## src/rtl/ipcc_map.vh

```
// Purpose: constants of the inline packet crypto control block
// Assumes: included by bare name from the design files under rtl/
// Notes: definitions only; register offsets are byte addresses
`ifndef IPCC_MAP_VH
`define IPCC_MAP_VH

// register offsets
`define IPCC_A_EVENT 8'h00
`define IPCC_A_MASK 8'h04
`define IPCC_A_STATE 8'h08
`define IPCC_A_WRAP_SALT 8'h0C
`define IPCC_A_ADD_LO 8'h10
`define IPCC_A_ADD_HI 8'h14

// event bit positions in EVENT and MASK
`define IPCC_EV_ECC 0
`define IPCC_EV_ST_FAIL 1
`define IPCC_EV_SOFT 2
`define IPCC_EV_SA_DEACT 3
`define IPCC_EV_PSP_EXPIRE 4
`define IPCC_EV_W 5

// metadata control bits that ask for crypto processing
`define IPCC_MARK_MASK 8'h07
`define IPCC_MARK_VAL 8'h07

// egress protocol select
`define IPCC_PROTO_IPSEC 1'h0
`define IPCC_PROTO_PSP 1'h1

// widths of the iv fields
`define IPCC_SALT_W 32
`define IPCC_CNT_W 64

// reset values and counter constants
`define IPCC_ZERO32 32'h0
`define IPCC_ZERO64 64'h0
`define IPCC_ZERO96 96'h0
`define IPCC_CNT_MAX 64'hFFFFFFFFFFFFFFFF
`define IPCC_CNT_ONE 64'h1

// timing: clock rate and association lifetime in seconds
`define IPCC_CLK_HZ 64'd20000000
`define IPCC_SA_LIFE_S 64'd172800

`endif

```

## src/rtl/ipcc_iv_gen.v

```verilog
// Purpose: build a 96-bit gcm iv from a 32-bit salt and a sampled 64-bit counter
// Assumes: req is a level held by the caller until grant_q pulses
// Notes: with check_en high the iv is held back until the counter passes the last one used
`timescale 1ns/1ps
`include "ipcc_map.vh"

module ipcc_iv_gen #(
	parameter SALT_W = `IPCC_SALT_W,
	parameter CNT_W = `IPCC_CNT_W
) (
	input wire sys_clk,
	input wire reset_n,
	input wire en,
	input wire req,
	input wire check_en,
	input wire [SALT_W-1:0] salt,
	input wire [CNT_W-1:0] cnt,
	output reg grant_q,
	output reg [SALT_W+CNT_W-1:0] iv_q
);

	reg [CNT_W-1:0] last_q;
	wire fresh;
	wire take;

	// a counter-sampled iv is fresh only once the counter moved past the last one
	assign fresh = !check_en || (cnt > last_q);
	// grant_q guards against a second grant while the caller drops req
	assign take = en && req && fresh && !grant_q;

	// the iv is salt in the high word, counter in the low word
	always @(posedge sys_clk or negedge reset_n) begin
		if (!reset_n) begin
			grant_q <= 1'h0;
			iv_q <= `IPCC_ZERO96;
			last_q <= `IPCC_ZERO64;
		end else begin
			grant_q <= take;
			if (take) begin
				iv_q <= {salt, cnt};
			end
			if (take && check_en) begin
				last_q <= cnt;
			end
		end
	end

endmodule

```

## src/rtl/ipcc_top.v

```verilog
// Purpose: per-packet crypto/bypass control, result flags, error freeze and iv build
// Assumes: one clock sys_clk at 20 MHz; aes datapaths and self-test engines sit outside
// Notes: valid/ready on each packet port; a register port for events, mask and salt
//
// How it works
// - metadata control bits of each packet choose crypto path or plaintext bypass.
// - unmarked ingress packet is bypassed and its crypto-applied flag reads 0.
// - marked egress packet processed successfully gets drop flag 0.
// - marked egress packet failing with soft error gets drop flag 1.
// - unmarked egress packet passes unprocessed with drop flag 0.
// - memory ecc failure raises fatal interrupt, hard error, frozen data outputs.
// - no crypto service before self-tests pass; a failure enters an error state.
// - every encryption iv is 32-bit salt field then 64-bit counter field.
// - key-wrap iv uses store salt and the entry-add counter, with the counter check on.
// - key-wrap and psp iv output stalls until the sampled counter exceeds the counter of the previous iv of the same kind (ipsec ivs leave it alone).
// - ipsec iv uses association salt and its 64-bit sequence number.
// - ipsec sequence number wrap deactivates the affected association.
// - psp iv uses association spi and a sample of the free-running timer.
// - psp associations live about two days, far below timer wrap.
// - reset clears all held salts and ivs to zero.
`timescale 1ns/1ps
`include "ipcc_map.vh"

module ipcc_top #(
	parameter CTRL_W = 8,
	parameter AW = 8,
	parameter [63:0] PSP_LIFE_TICKS = `IPCC_SA_LIFE_S * `IPCC_CLK_HZ
) (
	input wire sys_clk,
	input wire reset_n,
	// register port
	input wire [AW-1:0] reg_addr,
	input wire [31:0] reg_wdata,
	input wire reg_wr,
	input wire reg_rd,
	output reg [31:0] reg_rdata_q,
	output reg irq_q,
	output reg irq_fatal_q,
	// self-test engines and memory ecc checkers
	input wire st_done,
	input wire st_pass,
	input wire ecc_err,
	// ingress packets
	input wire in_valid,
	input wire [CTRL_W-1:0] in_meta_ctrl,
	output reg in_ready_q,
	output reg in_res_valid_q,
	output reg in_crypto_en_q,
	output reg in_crypto_applied_q,
	// egress packets
	input wire eg_valid,
	input wire [CTRL_W-1:0] eg_meta_ctrl,
	input wire eg_proto,
	input wire [31:0] eg_salt,
	input wire [63:0] eg_seq,
	input wire [63:0] eg_sa_birth,
	output reg eg_ready_q,
	output reg eg_res_valid_q,
	output reg eg_crypto_en_q,
	output reg eg_drop_q,
	output reg eg_sa_deact_q,
	// egress aes engine
	output reg eng_start_q,
	output reg [95:0] eng_iv_q,
	input wire eng_done,
	input wire eng_soft_err,
	// association store key wrap
	input wire store_add,
	input wire wrap_req,
	output wire wrap_grant_q,
	output wire [95:0] wrap_iv_q
);

	// block states
	localparam [1:0] S_TEST = 2'h0;
	localparam [1:0] S_RUN = 2'h1;
	localparam [1:0] S_FAIL = 2'h2;
	localparam [1:0] S_HARD = 2'h3;
	// egress states
	localparam [1:0] E_IDLE = 2'h0;
	localparam [1:0] E_IV = 2'h1;
	localparam [1:0] E_ENG = 2'h2;
	localparam [1:0] E_OUT = 2'h3;

	reg [1:0] sys_q, sys_d;
	reg [1:0] eg_st_q, eg_st_d;
	reg [`IPCC_EV_W-1:0] ev_q, ev_d, mask_q;
	reg [31:0] wrap_salt_q;
	reg [63:0] add_cnt_q, timer_q;
	reg eg_mark_q, eg_proto_q;
	reg [31:0] eg_salt_q;
	reg [63:0] eg_seq_q, eg_birth_q;
	reg eg_drop_d;
	reg ev_soft, ev_deact, ev_expire;
	wire run_now;
	wire eg_take;
	wire in_take;
	wire eg_iv_grant;
	wire [95:0] eg_iv;
	wire eg_expired;

	// shared decode of the crypto marking in a metadata record
	function is_marked;
		input [CTRL_W-1:0] ctrl;
		begin
			is_marked = ((ctrl & `IPCC_MARK_MASK) == `IPCC_MARK_VAL);
		end
	endfunction

	// an ecc error in this cycle already blocks any output taking effect
	assign run_now = (sys_q == S_RUN) && !ecc_err;
	assign in_take = in_valid && in_ready_q && run_now;
	assign eg_take = eg_valid && eg_ready_q && run_now && (eg_st_q == E_IDLE);
	// an expired psp association must not consume a timer sample or start the engine
	assign eg_expired = (eg_proto_q == `IPCC_PROTO_PSP) && (timer_q - eg_birth_q > PSP_LIFE_TICKS);

	// block state: hard error wins over everything and only reset leaves it
	always @* begin
		sys_d = sys_q;
		case (sys_q)
			S_TEST: begin
				if (st_done) begin
					sys_d = st_pass ? S_RUN : S_FAIL;
				end
			end
			S_RUN: sys_d = S_RUN;
			S_FAIL: sys_d = S_FAIL;
			S_HARD: sys_d = S_HARD;
			default: sys_d = S_HARD;
		endcase
		if (ecc_err) begin
			sys_d = S_HARD;
		end
	end

	// egress sequence: decide, build iv, wait for the engine, report
	always @* begin
		eg_st_d = eg_st_q;
		eg_drop_d = eg_drop_q;
		ev_soft = 1'h0;
		ev_deact = 1'h0;
		ev_expire = 1'h0;
		case (eg_st_q)
			E_IDLE: begin
				if (eg_take && !is_marked(eg_meta_ctrl)) begin
					eg_drop_d = 1'h0;
					eg_st_d = E_OUT;
				end else if (eg_take) begin
					eg_st_d = E_IV;
				end
			end
			E_IV: begin
				if (eg_iv_grant) begin
					eg_st_d = E_ENG;
				end else if (eg_expired) begin
					// an expired psp association never gets a fresh iv
					eg_drop_d = 1'h1;
					ev_expire = 1'h1;
					eg_st_d = E_OUT;
				end
			end
			E_ENG: begin
				if (eng_done) begin
					eg_drop_d = eng_soft_err;
					ev_soft = eng_soft_err;
					ev_deact = (eg_proto_q == `IPCC_PROTO_IPSEC) &&
						(eg_seq_q == `IPCC_CNT_MAX);
					eg_st_d = E_OUT;
				end
			end
			E_OUT: eg_st_d = run_now ? E_IDLE : E_OUT;
			default: eg_st_d = E_IDLE;
		endcase
	end

	// sticky events, set wins over a write-one-to-clear in the same cycle
	always @* begin
		ev_d = ev_q;
		if (reg_wr && reg_addr == `IPCC_A_EVENT) begin
			ev_d = ev_q & ~reg_wdata[`IPCC_EV_W-1:0];
		end
		if (ecc_err) begin
			ev_d[`IPCC_EV_ECC] = 1'h1;
		end
		if (sys_q == S_TEST && st_done && !st_pass) begin
			ev_d[`IPCC_EV_ST_FAIL] = 1'h1;
		end
		if (ev_soft) begin
			ev_d[`IPCC_EV_SOFT] = 1'h1;
		end
		if (ev_deact) begin
			ev_d[`IPCC_EV_SA_DEACT] = 1'h1;
		end
		if (ev_expire) begin
			ev_d[`IPCC_EV_PSP_EXPIRE] = 1'h1;
		end
	end

	// state, events, registers and counters
	always @(posedge sys_clk or negedge reset_n) begin
		if (!reset_n) begin
			sys_q <= S_TEST;
			ev_q <= {`IPCC_EV_W{1'h0}};
			mask_q <= {`IPCC_EV_W{1'h0}};
			wrap_salt_q <= `IPCC_ZERO32;
			add_cnt_q <= `IPCC_ZERO64;
			timer_q <= `IPCC_ZERO64;
			irq_q <= 1'h0;
			irq_fatal_q <= 1'h0;
			reg_rdata_q <= `IPCC_ZERO32;
		end else begin
			sys_q <= sys_d;
			ev_q <= ev_d;
			irq_q <= |(ev_d & mask_q);
			irq_fatal_q <= (sys_d == S_HARD);
			timer_q <= timer_q + `IPCC_CNT_ONE; // free-running, wraps after ~29000 years
			if (store_add) begin
				add_cnt_q <= add_cnt_q + `IPCC_CNT_ONE;
			end
			if (reg_wr && reg_addr == `IPCC_A_MASK) begin
				mask_q <= reg_wdata[`IPCC_EV_W-1:0];
			end
			if (reg_wr && reg_addr == `IPCC_A_WRAP_SALT) begin
				wrap_salt_q <= reg_wdata;
			end
			// read data stand only in the cycle after the strobe
			reg_rdata_q <= `IPCC_ZERO32;
			if (reg_rd) begin
				case (reg_addr)
					`IPCC_A_EVENT: reg_rdata_q <= {{(32-`IPCC_EV_W){1'h0}}, ev_q};
					`IPCC_A_MASK: reg_rdata_q <= {{(32-`IPCC_EV_W){1'h0}}, mask_q};
					`IPCC_A_STATE: reg_rdata_q <= {30'h0, sys_q};
					`IPCC_A_ADD_LO: reg_rdata_q <= add_cnt_q[31:0];
					`IPCC_A_ADD_HI: reg_rdata_q <= add_cnt_q[63:32];
					// the salt is secret: write-only, reads zero
					default: reg_rdata_q <= `IPCC_ZERO32;
				endcase
			end
		end
	end

	// ingress decision is made in the cycle the packet is taken
	always @(posedge sys_clk or negedge reset_n) begin
		if (!reset_n) begin
			in_ready_q <= 1'h0;
			in_res_valid_q <= 1'h0;
			in_crypto_en_q <= 1'h0;
			in_crypto_applied_q <= 1'h0;
		end else begin
			in_ready_q <= (sys_d == S_RUN);
			in_res_valid_q <= in_take;
			if (in_take) begin
				in_crypto_en_q <= is_marked(in_meta_ctrl);
				in_crypto_applied_q <= is_marked(in_meta_ctrl);
			end
		end
	end

	// egress packet latch and result outputs; nothing leaves once frozen
	always @(posedge sys_clk or negedge reset_n) begin
		if (!reset_n) begin
			eg_st_q <= E_IDLE;
			eg_ready_q <= 1'h0;
			eg_res_valid_q <= 1'h0;
			eg_crypto_en_q <= 1'h0;
			eg_drop_q <= 1'h0;
			eg_sa_deact_q <= 1'h0;
			eng_start_q <= 1'h0;
			eng_iv_q <= `IPCC_ZERO96;
			eg_mark_q <= 1'h0;
			eg_proto_q <= `IPCC_PROTO_IPSEC;
			eg_salt_q <= `IPCC_ZERO32;
			eg_seq_q <= `IPCC_ZERO64;
			eg_birth_q <= `IPCC_ZERO64;
		end else begin
			eg_st_q <= eg_st_d;
			eg_drop_q <= eg_drop_d;
			eg_ready_q <= (eg_st_d == E_IDLE) && (sys_d == S_RUN);
			eg_res_valid_q <= (eg_st_q == E_OUT) && run_now;
			eg_sa_deact_q <= ev_deact && run_now;
			eng_start_q <= eg_iv_grant && run_now;
			if (eg_iv_grant) begin
				eng_iv_q <= eg_iv;
			end
			if (eg_take) begin
				eg_mark_q <= is_marked(eg_meta_ctrl);
				eg_crypto_en_q <= is_marked(eg_meta_ctrl);
				eg_proto_q <= eg_proto;
				eg_salt_q <= eg_salt;
				eg_seq_q <= eg_seq;
				eg_birth_q <= eg_sa_birth;
			end
		end
	end

	// egress iv: psp samples the timer and must see it advance; ipsec takes the
	// sequence number as given, since its uniqueness comes from rollover retirement
	ipcc_iv_gen u_eg_iv (
		.sys_clk(sys_clk),
		.reset_n(reset_n),
		.en(run_now),
		.req((eg_st_q == E_IV) && eg_mark_q && !eg_expired),
		.check_en(eg_proto_q == `IPCC_PROTO_PSP),
		.salt(eg_salt_q),
		.cnt((eg_proto_q == `IPCC_PROTO_PSP) ? timer_q : eg_seq_q),
		.grant_q(eg_iv_grant),
		.iv_q(eg_iv)
	);

	// key-wrap iv from the store salt and the entry-add counter
	ipcc_iv_gen u_wrap_iv (
		.sys_clk(sys_clk),
		.reset_n(reset_n),
		.en(run_now),
		.req(wrap_req),
		.check_en(1'h1),
		.salt(wrap_salt_q),
		.cnt(add_cnt_q),
		.grant_q(wrap_grant_q),
		.iv_q(wrap_iv_q)
	);

endmodule

```

## config.mk

```make
export PLATFORM = sky130hd
export DESIGN_NAME = ipcc_top
export DESIGN_NICKNAME = d
export VERILOG_FILES = /design/src/rtl/ipcc_iv_gen.v /design/src/rtl/ipcc_top.v
export VERILOG_INCLUDE_DIRS = /design/src /design/src/rtl
export SDC_FILE = /design/constraint.sdc
export NUM_CORES = 1
export LEC_CHECK = 0
export BUFFER_PORTS_ARGS = -buffer_cell sky130_fd_sc_hd__buf_2
export CAP_MARGIN = 20
export CELL_PAD_IN_SITES_DETAIL_PLACEMENT = 1
export CELL_PAD_IN_SITES_GLOBAL_PLACEMENT = 2
export CORE_MARGIN = 4
export CORE_UTILIZATION = 40
export DETAILED_ROUTE_END_ITERATION = 6
export PLACE_DENSITY = 0.9
export SYNTH_ARGS = -nofsm -noshare
export SYNTH_HDL_FRONTEND = slang
export SYNTH_HIERARCHICAL = 1
export SYNTH_SLANG_ARGS = --single-unit
```

## constraint.sdc

```tcl
create_clock -name sys_clk -period 9 [get_ports sys_clk]
set_clock_uncertainty 0.15 [all_clocks]
set_input_delay 2.7 -clock sys_clk [delete_from_list [all_inputs] [get_ports sys_clk]]
set_output_delay 2.7 -clock sys_clk [all_outputs]
set_load 0.01 [all_outputs]
```

After elaboration in Yosys (flattened, before gate mapping)
Index checks and enable logic that the tools add are counted.
Widths: inputs -> output; s select.
- add/subtract/negate cells: 3
- $mul: 0
- div/mod/pow operators: 0
- order comparisons: 3
- eq/ne operators: 20
- shift operators: 0
- multiplexer cells: 32
- bitwise gates (word level): 4
- reduce and logical (&&, ||, !) cells: 42
- operator list (operator ; number):
    $pmux 32 s5 ; 1
    $add 64x1->64 const B ; 2
    $gt 64x64->1 ; 2
    $eq 64x64->1 const B ; 1
    $gt 64x42->1 const B ; 1
    $mux 64 ; 1
    $sub 64x64->64 ; 1
    $mux 32 ; 1
    $logic_and 1x1->1 ; 27
    $mux 2 ; 9
    $eq 8x4->1 const B ; 2
    $eq 8x5->1 const B ; 2
    $mux 1 ; 16
    $pmux 2 s4 ; 2
    $and 5x5->5 ; 2
    $eq 2x2->1 const B ; 5
    $eq 8x3->1 const B ; 1
    $logic_not 8->1 ; 1
    $logic_not 1->1 ; 7
    $eq 2x1->1 const B ; 3
    $eq 3x3->1 const B ; 2
    $logic_not 2->1 ; 3
    $ne 2x2->1 const B ; 3
    $mux 5 ; 1
    other kinds (8) ; 8
- flip-flop bits (word level): 796
- bits in latches: 0
- RAM bits: 0
- ROM bits: 0
- input port bits: 230
- output and inout port bits: 237
- memories: 0

Depth between registers and ports, before layout
Gate-level depths: netlist of run 1.
- depth after elaboration: 9
- gate-level depth with buffers: 20
- gate-level depth less buffers: 18

Cells and area by module
Netlist of run 1, hierarchy kept.
- modules (own cells, without submodules) (module ; times used ; cells each ; area each (µm²)):
    ipcc_top ; 1 ; 2309 ; 24489.7
    ipcc_iv_gen ; 2 ; 572 ; 7900.1

Least setup slack after synthesis of run 1
No wires, ideal clock.
- path type: reg2reg
- start point: register timer_q[19]
- end point: register u_eg_iv.last_q[10]
- setup time: 125 ps
- arrival: 4919 ps
- slack: 3805 ps
- cell stages (with the launch flop): 20
- clock period less this slack: 5195 ps
- path through: dfrtp_1 > ha_1 > buf_6 > a21oi_4 > o21ai_2 > a221oi_4 > nor2_2 > or4_1 > and4_4 > or4_1 > or3_1 > o311ai_2 > o2111ai_2 > nand2_1 > and3_1 > nand3b_1 > or4b_1 > buf_6 > buf_12 > mux2_4
- longest elaborated chain between the ends: 9
- elaborated cells on any way between the ends: 12
- ends and longest elaborated chain (element ; RTL line ; source):
    from (decl) ; ipcc_top.v:89 ; reg [63:0] add_cnt_q, timer_q;
    from (signal assigned) ; ipcc_top.v:207 ; timer_q <= `IPCC_ZERO64;
    from (signal assigned) ; ipcc_top.v:216 ; timer_q <= timer_q + `IPCC_CNT_ONE;
    $sub 64x64->64 ; ipcc_top.v:115 ; assign eg_expired = (eg_proto_q == `IPCC_PROTO_PSP) && (timer_q - eg_birth_q > PSP_LIFE_TICKS);
    $gt 64x42->1 ; ipcc_top.v:115 ;
    $logic_and 1x1->1 ; ipcc_top.v:115 ;
    $logic_not 1->1 ; ipcc_top.v:302 ; .req((eg_st_q == E_IV) && eg_mark_q && !eg_expired),
    $logic_and 1x1->1 ; ipcc_top.v:302 ;
    $logic_and 1x1->1 ; ipcc_iv_gen.v:29 ; assign take = en && req && fresh && !grant_q;
    $logic_and 1x1->1 * (2 in a row) ; ipcc_iv_gen.v:29 ;
    $logic_and 1x1->1 * ; ipcc_iv_gen.v:42 ; if (take && check_en) begin
    to (signal assigned) ; ipcc_iv_gen.v:36 ; last_q <= `IPCC_ZERO64;
    to (signal assigned) ; ipcc_iv_gen.v:43 ; last_q <= cnt;
    to (decl) ; ipcc_iv_gen.v:22 ; reg [CNT_W-1:0] last_q;
Mark *: on every way between the ends. The rest lies on a longest branch, timed or not.
A chain may end at the register's enable or synchronous reset.

Final worst setup path of run 1
- start point: register timer_q[17]
- end point: register u_eg_iv.last_q[63]
Same word-level chain as after synthesis.

==> impl_results.md, run 1 <==
- Status: complete, no violations
- Area of the multi-input gates: 0.0188 sq mm
- Maximum number of pins on one net before global-route repair: between 150 and 200
- # fillers: ~11k
- Crit path max-delay family: compound AO/OA/AOI/OAI gates
- Top post-synthesis cells by count: dfrtp_1 (796), mux2_2 (431), nand2_1 (258)
- Pwr/cell area: ~170 mW/mm^2
- Clock share of power: around half
- Post-DP HPWL: between 90 and 100 mm
- Peak VDD IR: 145 uV
- Reg clk slew, reported paths: ~0.060 ns
- Worst path slowest cell: a2111oi_0
- Hold_buf cts: 0
- Post-synth EDFFs: 0
- Top post-synthesis cells by area: dfrtp_1 (49%), mux2_2 (12%), ha_1 (6.2%)
- Max Fclk: 130 MHz
- Clock Path Buffers: 3
- Dominant synthesized flop cell: dfrtp_1
- CTS Root Cell: clkbuf_16
- Port Buffers: 456
- Seq/Total Area, Yosys: roughly half
- # clock sinks: 796
- Worst path buffer plus inverter count: 1
- # rows: approximately 120
- Flop2flop setup slack: ~1.3 ns
- First DRT Iteration DRCs: 1644
- Die footprint: about 0.11 sq mm
- CP Max Fanout: 35
- Grt total ovfl: 0
- FF-to-FF End: u_eg_iv/last_q[63]$_DFFE_PN0P_
- Switching pwr: 1.83 mW
- Fraction of layout cells with a size suffix above 1: between 30% and 40%
- Max incr delay on CP: 0.89 ns
- CP required: 9.39 ns
- Count of different cell masters after synthesis: 98
- Vias in the first global route: about 31k
- RSZ-0062 raised after global routing: false
- Asr flop ratio synth: 100%
- Startpoint Class: flop
- Die Span Y: 325 um
- CTS tree: built
- # IOs: 467
- Fin crit period: 7.68 ns
- Num CTS Buffers: between 80 and 90
- Critical path origin: timer_q[17]$_DFF_PN0_
- Slew @ Worst Pin: 1.07 ns
- CP Class: reg -> reg
- Nets: roughly 4.3k
- TritonRoute pass-1 iters: 6
- Setup TNS: 0 ns
- Synth top area share: 49.4%
- Total GRT Usage: between 20% and 30%
- Drt via density: between 5 and 6
- FF+latch count, synth: 796
- Area grow syn2layout: 16.3%
- Crit path to: u_eg_iv/last_q[63]$_DFFE_PN0P_
- Tcrit/Tclk final: 85.3%
- Sequential power share: 46.8%
- Leak: 23.7 nW
- Crit. End Element: flop
- Routed Antenna Nets: 0
- Sequential cell area: 0.0199 sq mm
- Syn_area_per_cell: 11.7 sq um
- H-tree levels: 3
- Pint: 6.04 mW
- Setup violators final: 0
- Switching Share: a little under a quarter
- Final slew viol count: 0
- MaxCap Viol Count: 0
- Global-route wire length before repair: 191 mm
- Critical Path AT: 8.07 ns
- Vias: 29.2k
- Reg2Reg Depth: 17
- Cell area after placement: between 0.04 and 0.05 sq mm
- Post-cts resize count: 0
- # DRC: 0
- Area of the mapped netlist: between 0.04 and 0.05 sq mm
- Final Hold Vio Count: 0
- Routability congestion estimate: 0.889
- WL final: about 120 mm
- Pwr Total: between 7 and 8 mW
- FF-to-FF Start: timer_q[17]$_DFF_PN0_
- Synth Instances: 3453
- Synth area leader: dfrtp_1
- Chip width: between 300 and 400 um
- Post-Layout Inst Area: 0.0469 sq mm
- Most numerous cell in the Yosys netlist: dfrtp_1
- Core Area: between 0.1 and 0.15 sq mm
- Synth warn: 6
- Clock Latency Late Sink: approximately 0.67 ns
- Max_slew headroom: about 28%
- CP Cell Sequence: ha_1, nand2_1, o21ai_0, a211oi_1, a311oi_1, and3_1, nor4_1, a2111oi_0, o2111a_1, nor4b_4, o2111ai_2, nand2_1, and3_1, nand3b_1, or4b_4, buf_4, mux2_1
- Initial antenna violation count: 15
- Critical path depth: 17
- Routed wire length per instance: 23.5 um
- Hold/Removal Path Class: reg -> reg
- Initial Util: approximately two fifths
- Logic pwr share: 4.2%
- Setup Fix Bufs, Post-CTS: 0
-- worst min-delay path by stage --
stage                                         from                             end  slack, ns  cells after the start
detailed placement  u_wrap_iv/iv_q[86]$_DFFE_PN0P_  u_wrap_iv/iv_q[86]$_DFFE_PN0P_       0.32                      1
finish                 wrap_salt_q[22]$_DFFE_PN0P_  u_wrap_iv/iv_q[86]$_DFFE_PN0P_       0.33                      1
global route        u_wrap_iv/iv_q[14]$_DFFE_PN0P_  u_wrap_iv/iv_q[14]$_DFFE_PN0P_       0.34                      1
CTS                    wrap_salt_q[22]$_DFFE_PN0P_  u_wrap_iv/iv_q[86]$_DFFE_PN0P_       0.32                      1
floorplan             u_eg_iv/iv_q[95]$_DFFE_PN0P_    u_eg_iv/iv_q[95]$_DFFE_PN0P_       0.30                      1
global placement      u_eg_iv/iv_q[85]$_DFFE_PN0P_    u_eg_iv/iv_q[85]$_DFFE_PN0P_       0.31                      1
-- metal layers --
metal	share of wire [%]	GRT usage (%)	vias up
met2	45	36.3	745
met1	44	30.7	15000
met3	7.3	6.79	194
met4	3.0	6.87	8
li1	-	-	13300
met5	0.044	0	-
-- per-stage QoR --
step | hold WS [ns] | instances | util (%) | setup slack (ns)
after floorplan | 0.302 | 3454 | - | 3.81
after global placement | 0.312 | 5101 | 43.7 | 1.67
after detailed placement | 0.321 | 5101 | 43.7 | 1.49
after CTS | 0.318 | 5265 | 46.9 | 1.48
after global routing | 0.345 | 5267 | 46.9 | 1.09
final | 0.326 | 5271 | 46.9 | 1.32
-- kinds of logic after synthesis --
logic type	share of synthesized area, %
and+or+nand+nor	9.79
other	0.00931
muxes	18.5
DFF	49.4
adders and majority gates	6.23
AOI/OAI and AO/OA	8.59
buffers and inverters	4.02
xor gates and xnor gates	3.46
-- state kept, by name, indices dropped and copies added, names as in the netlist, 2 cells and up --
signal / flops
add_cnt_q: 64
eg_birth_q: 64
eg_salt_q: 32
eg_seq_q: 64
eg_st_q: 2
eng_iv_q: 96
ev_q: 5
mask_q: 5
reg_rdata_q: 32
sys_q: 2
timer_q: 64
u_eg_iv/iv_q: 96
u_eg_iv/last_q: 64
u_wrap_iv/iv_q: 96
u_wrap_iv/last_q: 64
wrap_salt_q: 32
-- area by class of cell --
type                       instances  share of cell area, %
multi-input combinational       2302                   40.1
sequential                       796                   42.5
clock buffer                     121                   5.48
tap                             1298                   3.47
inverter                         224                   1.79
clock inverter                    43                   1.16
antenna                            6                 0.0320
timing repair buffer             481                   5.42
-- power by group through the flow --
stage / clock, mW / combinational, mW / sequential [mW]
after CTS: 3.96 / 0.339 / 3.68
after detailed placement: 0 / 0.337 / 3.75
after floorplan: 0 / 0.143 / 3.72
final: 3.86 / 0.328 / 3.68
after global routing: 4.11 / 0.376 / 3.69
after global placement: 0 / 0.323 / 3.75
-- cell usage in the layout (no fill, tap or decap), types with 12 or more instances in the layout --
cell type	instances
and3_1	42
and4_1	14
nor2_1	131
nor2b_1	13
a211oi_1	14
xor2_1	44
o211ai_1	18
mux2_4	120
a31oi_1	14
buf_2	455
nand2_1	258
ha_1	199
clkbuf_16	91
nand3_1	86
o21a_1	17
clkbuf_1	12
a21oi_1	147
xnor2_1	115
nor3_1	41
clkbuf_8	18
inv_1	224
a22oi_1	32
nor4_1	24
nand4_1	105
o21ai_1	14
buf_4	20
mux2_2	431
a21o_1	31
mux2_1	66
clkinv_2	17
o21ai_0	133
dfrtp_1	794
Note: power is estimated with default switching activity, not from simulation.
==> inputs of run 2 (changes only) <==
Settings changed: BUFFER_PORTS_ARGS -buffer_cell sky130_fd_sc_hd__buf_2 to -buffer_cell sky130_fd_sc_hd__clkbuf_2, SLEW_MARGIN set to 20.
==> impl_results.md, run 2 (same netlist as run 1, synthesis figures left out) <==
- Status: complete, no violations
- CP Max Fanout: 39
- Initial Util: between 40% and 50%
- Peak VDD IR: 166 uV
- Vias in the first global route: 31.1k
- Startpoint Class: flop
- TritonRoute pass-1 iters: 7
- Vias: 28.9k
- # IOs: 467
- FF-to-FF Start: timer_q[17]$_DFF_PN0_
- Routed Antenna Nets: 0
- Chip width: 325 um
- Met3 usage: 6.39%
- First DRT Iteration DRCs: around 1.8k
- Global-route wire length before repair: approximately 190 mm
- Grt total ovfl: 0
- Commonest non-fill, non-tap cell in the layout: dfrtp_1
- Fin crit period: approximately 7.5 ns
- Crit. End Element: flop
- Post-DP HPWL: 90.7 mm
- Hold_buf cts: 0
- Max_slew headroom: 31.5%
- Slew @ Worst Pin: 1.03 ns
- Met1 Track Usage GR: around 31%
- Fraction of layout cells with a size suffix above 1: 30.9%
- Clock Latency Late Sink: 0.66 ns
- Busiest layer in global routing: met2
- Routed wire length per instance: approximately 23 um
- Commonest non-fill, non-tap cells in the layout: dfrtp_1 (794), clkbuf_2 (455), mux2_2 (431)
- Final Hold Vio Count: 0
- Global routing usage on met2: between 30 and 40%
- Area grow syn2layout: 16.1%
- Post-cts resize count: 0
- # clock sinks: between 700 and 800
- Post-Layout Inst Area: 0.0468 sq mm
- Reg clk slew, reported paths: 0.06 ns
- # DRC: 0
- WL final: 123 mm
- Min-Delay Startpoint: u_eg_iv/iv_q[92]$_DFFE_PN0P_
- RSZ-0062 raised after global routing: false
- Clock Path Buffers: 3
- Num CTS Buffers: 90
- Critical Path AT: 7.92 ns
- Setup violators final: 0
- Critical path origin: timer_q[17]$_DFF_PN0_
- MaxCap Viol Count: 0
- Top Registers: eng_iv_q: 96 flops, u_eg_iv/iv_q: 96 flops, u_wrap_iv/iv_q: 96 flops
- Setup Fix Bufs, Post-CTS: 0
- Die footprint: 0.106 sq mm
- Max Fclk: 133 MHz
- Final Hold Slack: 0.328 ns
- Tcrit/Tclk final: 83.6%
- CTS Root Cell: clkbuf_16
- Setup TNS: 0 ns
- Routability congestion estimate: between 0.8 and 0.9
- Core Area: 0.100 sq mm
- Port Buffers: 456
- Pwr/cell area: 166 mW/mm^2
- # rows: between 100 and 150
- CP Class: reg -> reg
- H-tree levels: 3
- Leak: 23.5 nW
- Hold/Removal Path Class: reg -> reg
- Initial antenna violation count: 11
- Total GRT Usage: 22.9%
- CTS tree: built
- Flop2flop setup slack: 1.48 ns
- Die Span Y: between 300 and 400 um
- Nets: 4324
- CP required: around 9.4 ns
- Cell area after placement: 0.0438 sq mm
- Maximum number of pins on one net before global-route repair: approximately 170
- Drt via density: 5.49
- Final slew viol count: 0
run 2: final cells by class:
cell class              instances  area [sq um]
fillers                     10800         53200
flip-flops and latches        796         19900
multi-input cells            2302         18800
clock buffers                 127          2620
repair buffers                480          2560
well taps                    1298          1620
inverters                     224           841
clock inverters                36           397
diodes                          3          7.51
run 2: layer usage:
layer | wire length [um] | vias to the layer above
met3 | 8700 | 168
li1 | - | 13200
met5 | 50 | -
met4 | 3480 | 8
met2 | 56200 | 654
met1 | 54800 | 14800
run 2: through the flow:
stage	util, %	worst slack (ns)	instances	power (mW)
5_1_grt	46.8	1.13	5264	8.07
3_3_place_gp	43.8	1.68	5100	4.07
6_report	46.8	1.48	5266	7.77
2_1_floorplan	-	3.81	3454	3.86
4_1_cts	46.8	1.56	5263	7.88
3_5_place_dp	43.8	1.58	5100	4.08
run 2: final timing paths:
path / endpoint / cells after the start
setup / recovery: u_eg_iv/last_q[63]$_DFFE_PN0P_ / 17
hold / removal: u_eg_iv/iv_q[92]$_DFFE_PN0P_ / 1
setup reg to reg: u_eg_iv/last_q[63]$_DFFE_PN0P_ / 17
hold reg to reg: u_eg_iv/iv_q[92]$_DFFE_PN0P_ / 1
max in group asynchronous: eg_proto_q$_DFFE_PN0P_ / 2
min in group asynchronous: u_wrap_iv/last_q[59]$_DFFE_PN0P_ / 1
run 2: critical path, stage by stage (launching register included):
cell and delay [ns]:
dfrtp_1 0.45, ha_1 0.63, nand2_1 0.15, o21ai_0 0.65
a211oi_1 0.10, a311oi_1 0.66, and3_1 0.25, nor4_1 0.05
a2111oi_0 0.77, o2111a_1 0.31, nor4b_4 0.33, o2111ai_2 0.49
nand2_1 0.23, and3_1 0.21, nand3b_1 0.17, or4b_4 0.84
buf_4 0.45, mux2_1 0.42
run 2: where the power goes:
| group | leakage, nW | total [mW] | switching, mW | internal [mW] |
|---|---|---|---|---|
| Combinational | 11.3 | 0.329 | 0.201 | 0.129 |
| Clock | 1.49 | 3.76 | 1.55 | 2.21 |
| Sequential | 10.7 | 3.68 | 0.0658 | 3.61 |
==> inputs of run 3 (changes only) <==
Clock period 9 ns to 7.9 ns, I/O delays scaled along.
==> impl_results.md, run 3 (same netlist as run 1, synthesis figures left out) <==
- Switching pwr: 2.04 mW
- Total GRT Usage: 23.0%
- TritonRoute pass-1 iters: 6
- WL final: 123 mm
- Clock share of power: 48.4%
- Startpoint Class: flop
- Reg2Reg Depth: 17
- Flop2flop setup slack: about 0.47 ns
- H-tree levels: 3
- Drt via density: 5.53
- Area grow syn2layout: 16.2%
- Setup violators final: 0
- Crit. End Element: flop
- Clock Path Buffers: 3
- Initial Util: about 40%
- RSZ-0062 raised after global routing: false
- Pwr/cell area: ~190 mW/mm^2
- Routed wire length per instance: 23.4 um
- Vias: 29.1k
- FF-to-FF End: u_eg_iv/last_q[58]$_DFFE_PN0P_
- Min-Delay Startpoint: u_wrap_iv/iv_q[12]$_DFFE_PN0P_
- Max incr delay on CP: just under 0.9 ns
- MaxCap Viol Count: 0
- Sequential power share: 47.4%
- FF-to-FF Start: timer_q[6]$_DFF_PN0_
- Core Area: approximately 0.1 sq mm
- Reg clk slew, reported paths: around 0.060 ns
- Final slew viol count: 0
- Post-layout util: 46.8%
- Maximum number of pins on one net before global-route repair: about 160
- Setup TNS: 0 ns
- # clock sinks: 796
- Die Span Y: 325 um
- Post-Layout Cell Count: roughly 5.3k
- Global-route wire length before repair: 192 mm
- CP required: 8.28 ns
- Fin crit period: 7.43 ns
- Logic pwr share: 4.2%
- First DRT Iteration DRCs: 1741
- Slew @ Worst Pin: 1.01 ns
- Pint: 6.80 mW
- # fillers: around 11k
- Leak: around 24 nW
- # IOs: 467
- Post-DP HPWL: 90.6 mm
- CTS Root Cell: clkbuf_16
- Post-cts resize count: 0
- Tcrit/Tclk final: 94.0%
- Switching Share: between 20 and 25%
- Routability congestion estimate: 0.872
- CP Class: reg -> reg
- Peak VDD IR: 164 uV
- Setup Fix Bufs, Post-CTS: 0
- Nets: 4332
- Routed Antenna Nets: 0
- Max_slew headroom: approximately a third
- Final Hold Vio Count: 0
- # rows: approximately 120
- Clock Latency Late Sink: 0.67 ns
- Hold/Removal Path Class: reg -> reg
- Most frequent CP cell: nand2_1
- # DRC: 0
- Hold_buf cts: 0
- Vias in the first global route: roughly 31k
- Grt total ovfl: 0
- Chip width: 325 um
- Critical Path AT: 7.81 ns
- Initial antenna violation count: 10
- Port Buffers: 456
- Commonest non-fill, non-tap cells in the layout: dfrtp_1 (794), clkbuf_2 (455), mux2_2 (431)
- Hold path endpoint: u_wrap_iv/iv_q[12]$_DFFE_PN0P_
- Status: complete, no violations
- Max Fclk: 135 MHz
- Commonest non-fill, non-tap cell in the layout: dfrtp_1
- Fraction of layout cells with a size suffix above 1: a little under a third
- Num CTS Buffers: 90
- CTS tree: built
- CP Cell Sequence: ha_1, nand2_1, o21a_1, o31ai_1, o211ai_1, a211oi_1, o21ai_0, a2111oi_0, o2111a_1, nor4b_4, o2111ai_2, nand2_1, and3_1, nand3b_1, or4b_4, buf_12, mux2_4
- Placed Instances: 5108
- Top Registers: eng_iv_q: 96 flops, u_eg_iv/iv_q: 96 flops, u_wrap_iv/iv_q: 96 flops
- CP Max Fanout: 38
- Worst path slowest cell: or4b_4
- Die footprint: around 0.11 sq mm
- Hold path cells: 1
## run 3: per-stage QoR
step	worst slack [ns]	power, mW	hold slack (ns)	instance area [sq um]
after floorplan	2.71	4.40	0.302	40300
after global placement	0.851	4.63	0.311	43800
final	0.472	8.84	0.339	46800
after global routing	0.286	9.19	0.346	46800
after detailed placement	0.699	4.64	0.318	43800
after CTS	0.671	8.97	0.334	46800
## run 3: how the worst max path moves through the flow
stage | from | end | slack (ns) | cells after the start
after floorplan | timer_q[19]$_DFF_PN0_ | u_eg_iv/last_q[10]$_DFFE_PN0P_ | 2.71 | 19
after global placement | timer_q[5]$_DFF_PN0_ | u_eg_iv/last_q[63]$_DFFE_PN0P_ | 0.85 | 17
after global routing | timer_q[6]$_DFF_PN0_ | u_eg_iv/last_q[63]$_DFFE_PN0P_ | 0.29 | 17
after CTS | timer_q[6]$_DFF_PN0_ | u_eg_iv/last_q[58]$_DFFE_PN0P_ | 0.67 | 17
final | timer_q[6]$_DFF_PN0_ | u_eg_iv/last_q[58]$_DFFE_PN0P_ | 0.47 | 17
after detailed placement | timer_q[6]$_DFF_PN0_ | u_eg_iv/last_q[58]$_DFFE_PN0P_ | 0.70 | 17
## run 3: per-layer routing
layer,up-vias,track usage [%],routed length [um]
met2,768,36.0,55200
li1,13300,-,-
met1,14900,30.8,54700
met3,219,7.04,9350
met4,10,7.12,4020
met5,-,0,59
## run 3: worst max-delay path: cells and delay by family, from the launching register on
kind,cells,cell delay [ns]
compound gates,8,3.53
simple gates,6,1.92
flops,1,0.49
fa+ha+maj,1,0.49
mux,1,0.34
buf+inv,1,0.31
## run 3: power by group through the flow
stage	clock, mW	combinational [mW]	sequential (mW)
6_report	4.28	0.370	4.19
5_1_grt	4.57	0.423	4.20
4_1_cts	4.40	0.380	4.19
3_5_place_dp	0	0.376	4.27
3_3_place_gp	0	0.366	4.26
2_1_floorplan	0	0.163	4.23
## run 3: cell type report
cell class	count	area [sq um]	share of cell area, %
clock inverters	28	400	0.855
well taps	1298	1620	3.47
diodes	3	7.51	0.0160
clock buffers	125	2590	5.52
inverters	224	841	1.80
repair buffers	488	2630	5.62
multi-input cells	2302	18800	40.2
flip-flops and latches	796	19900	42.6
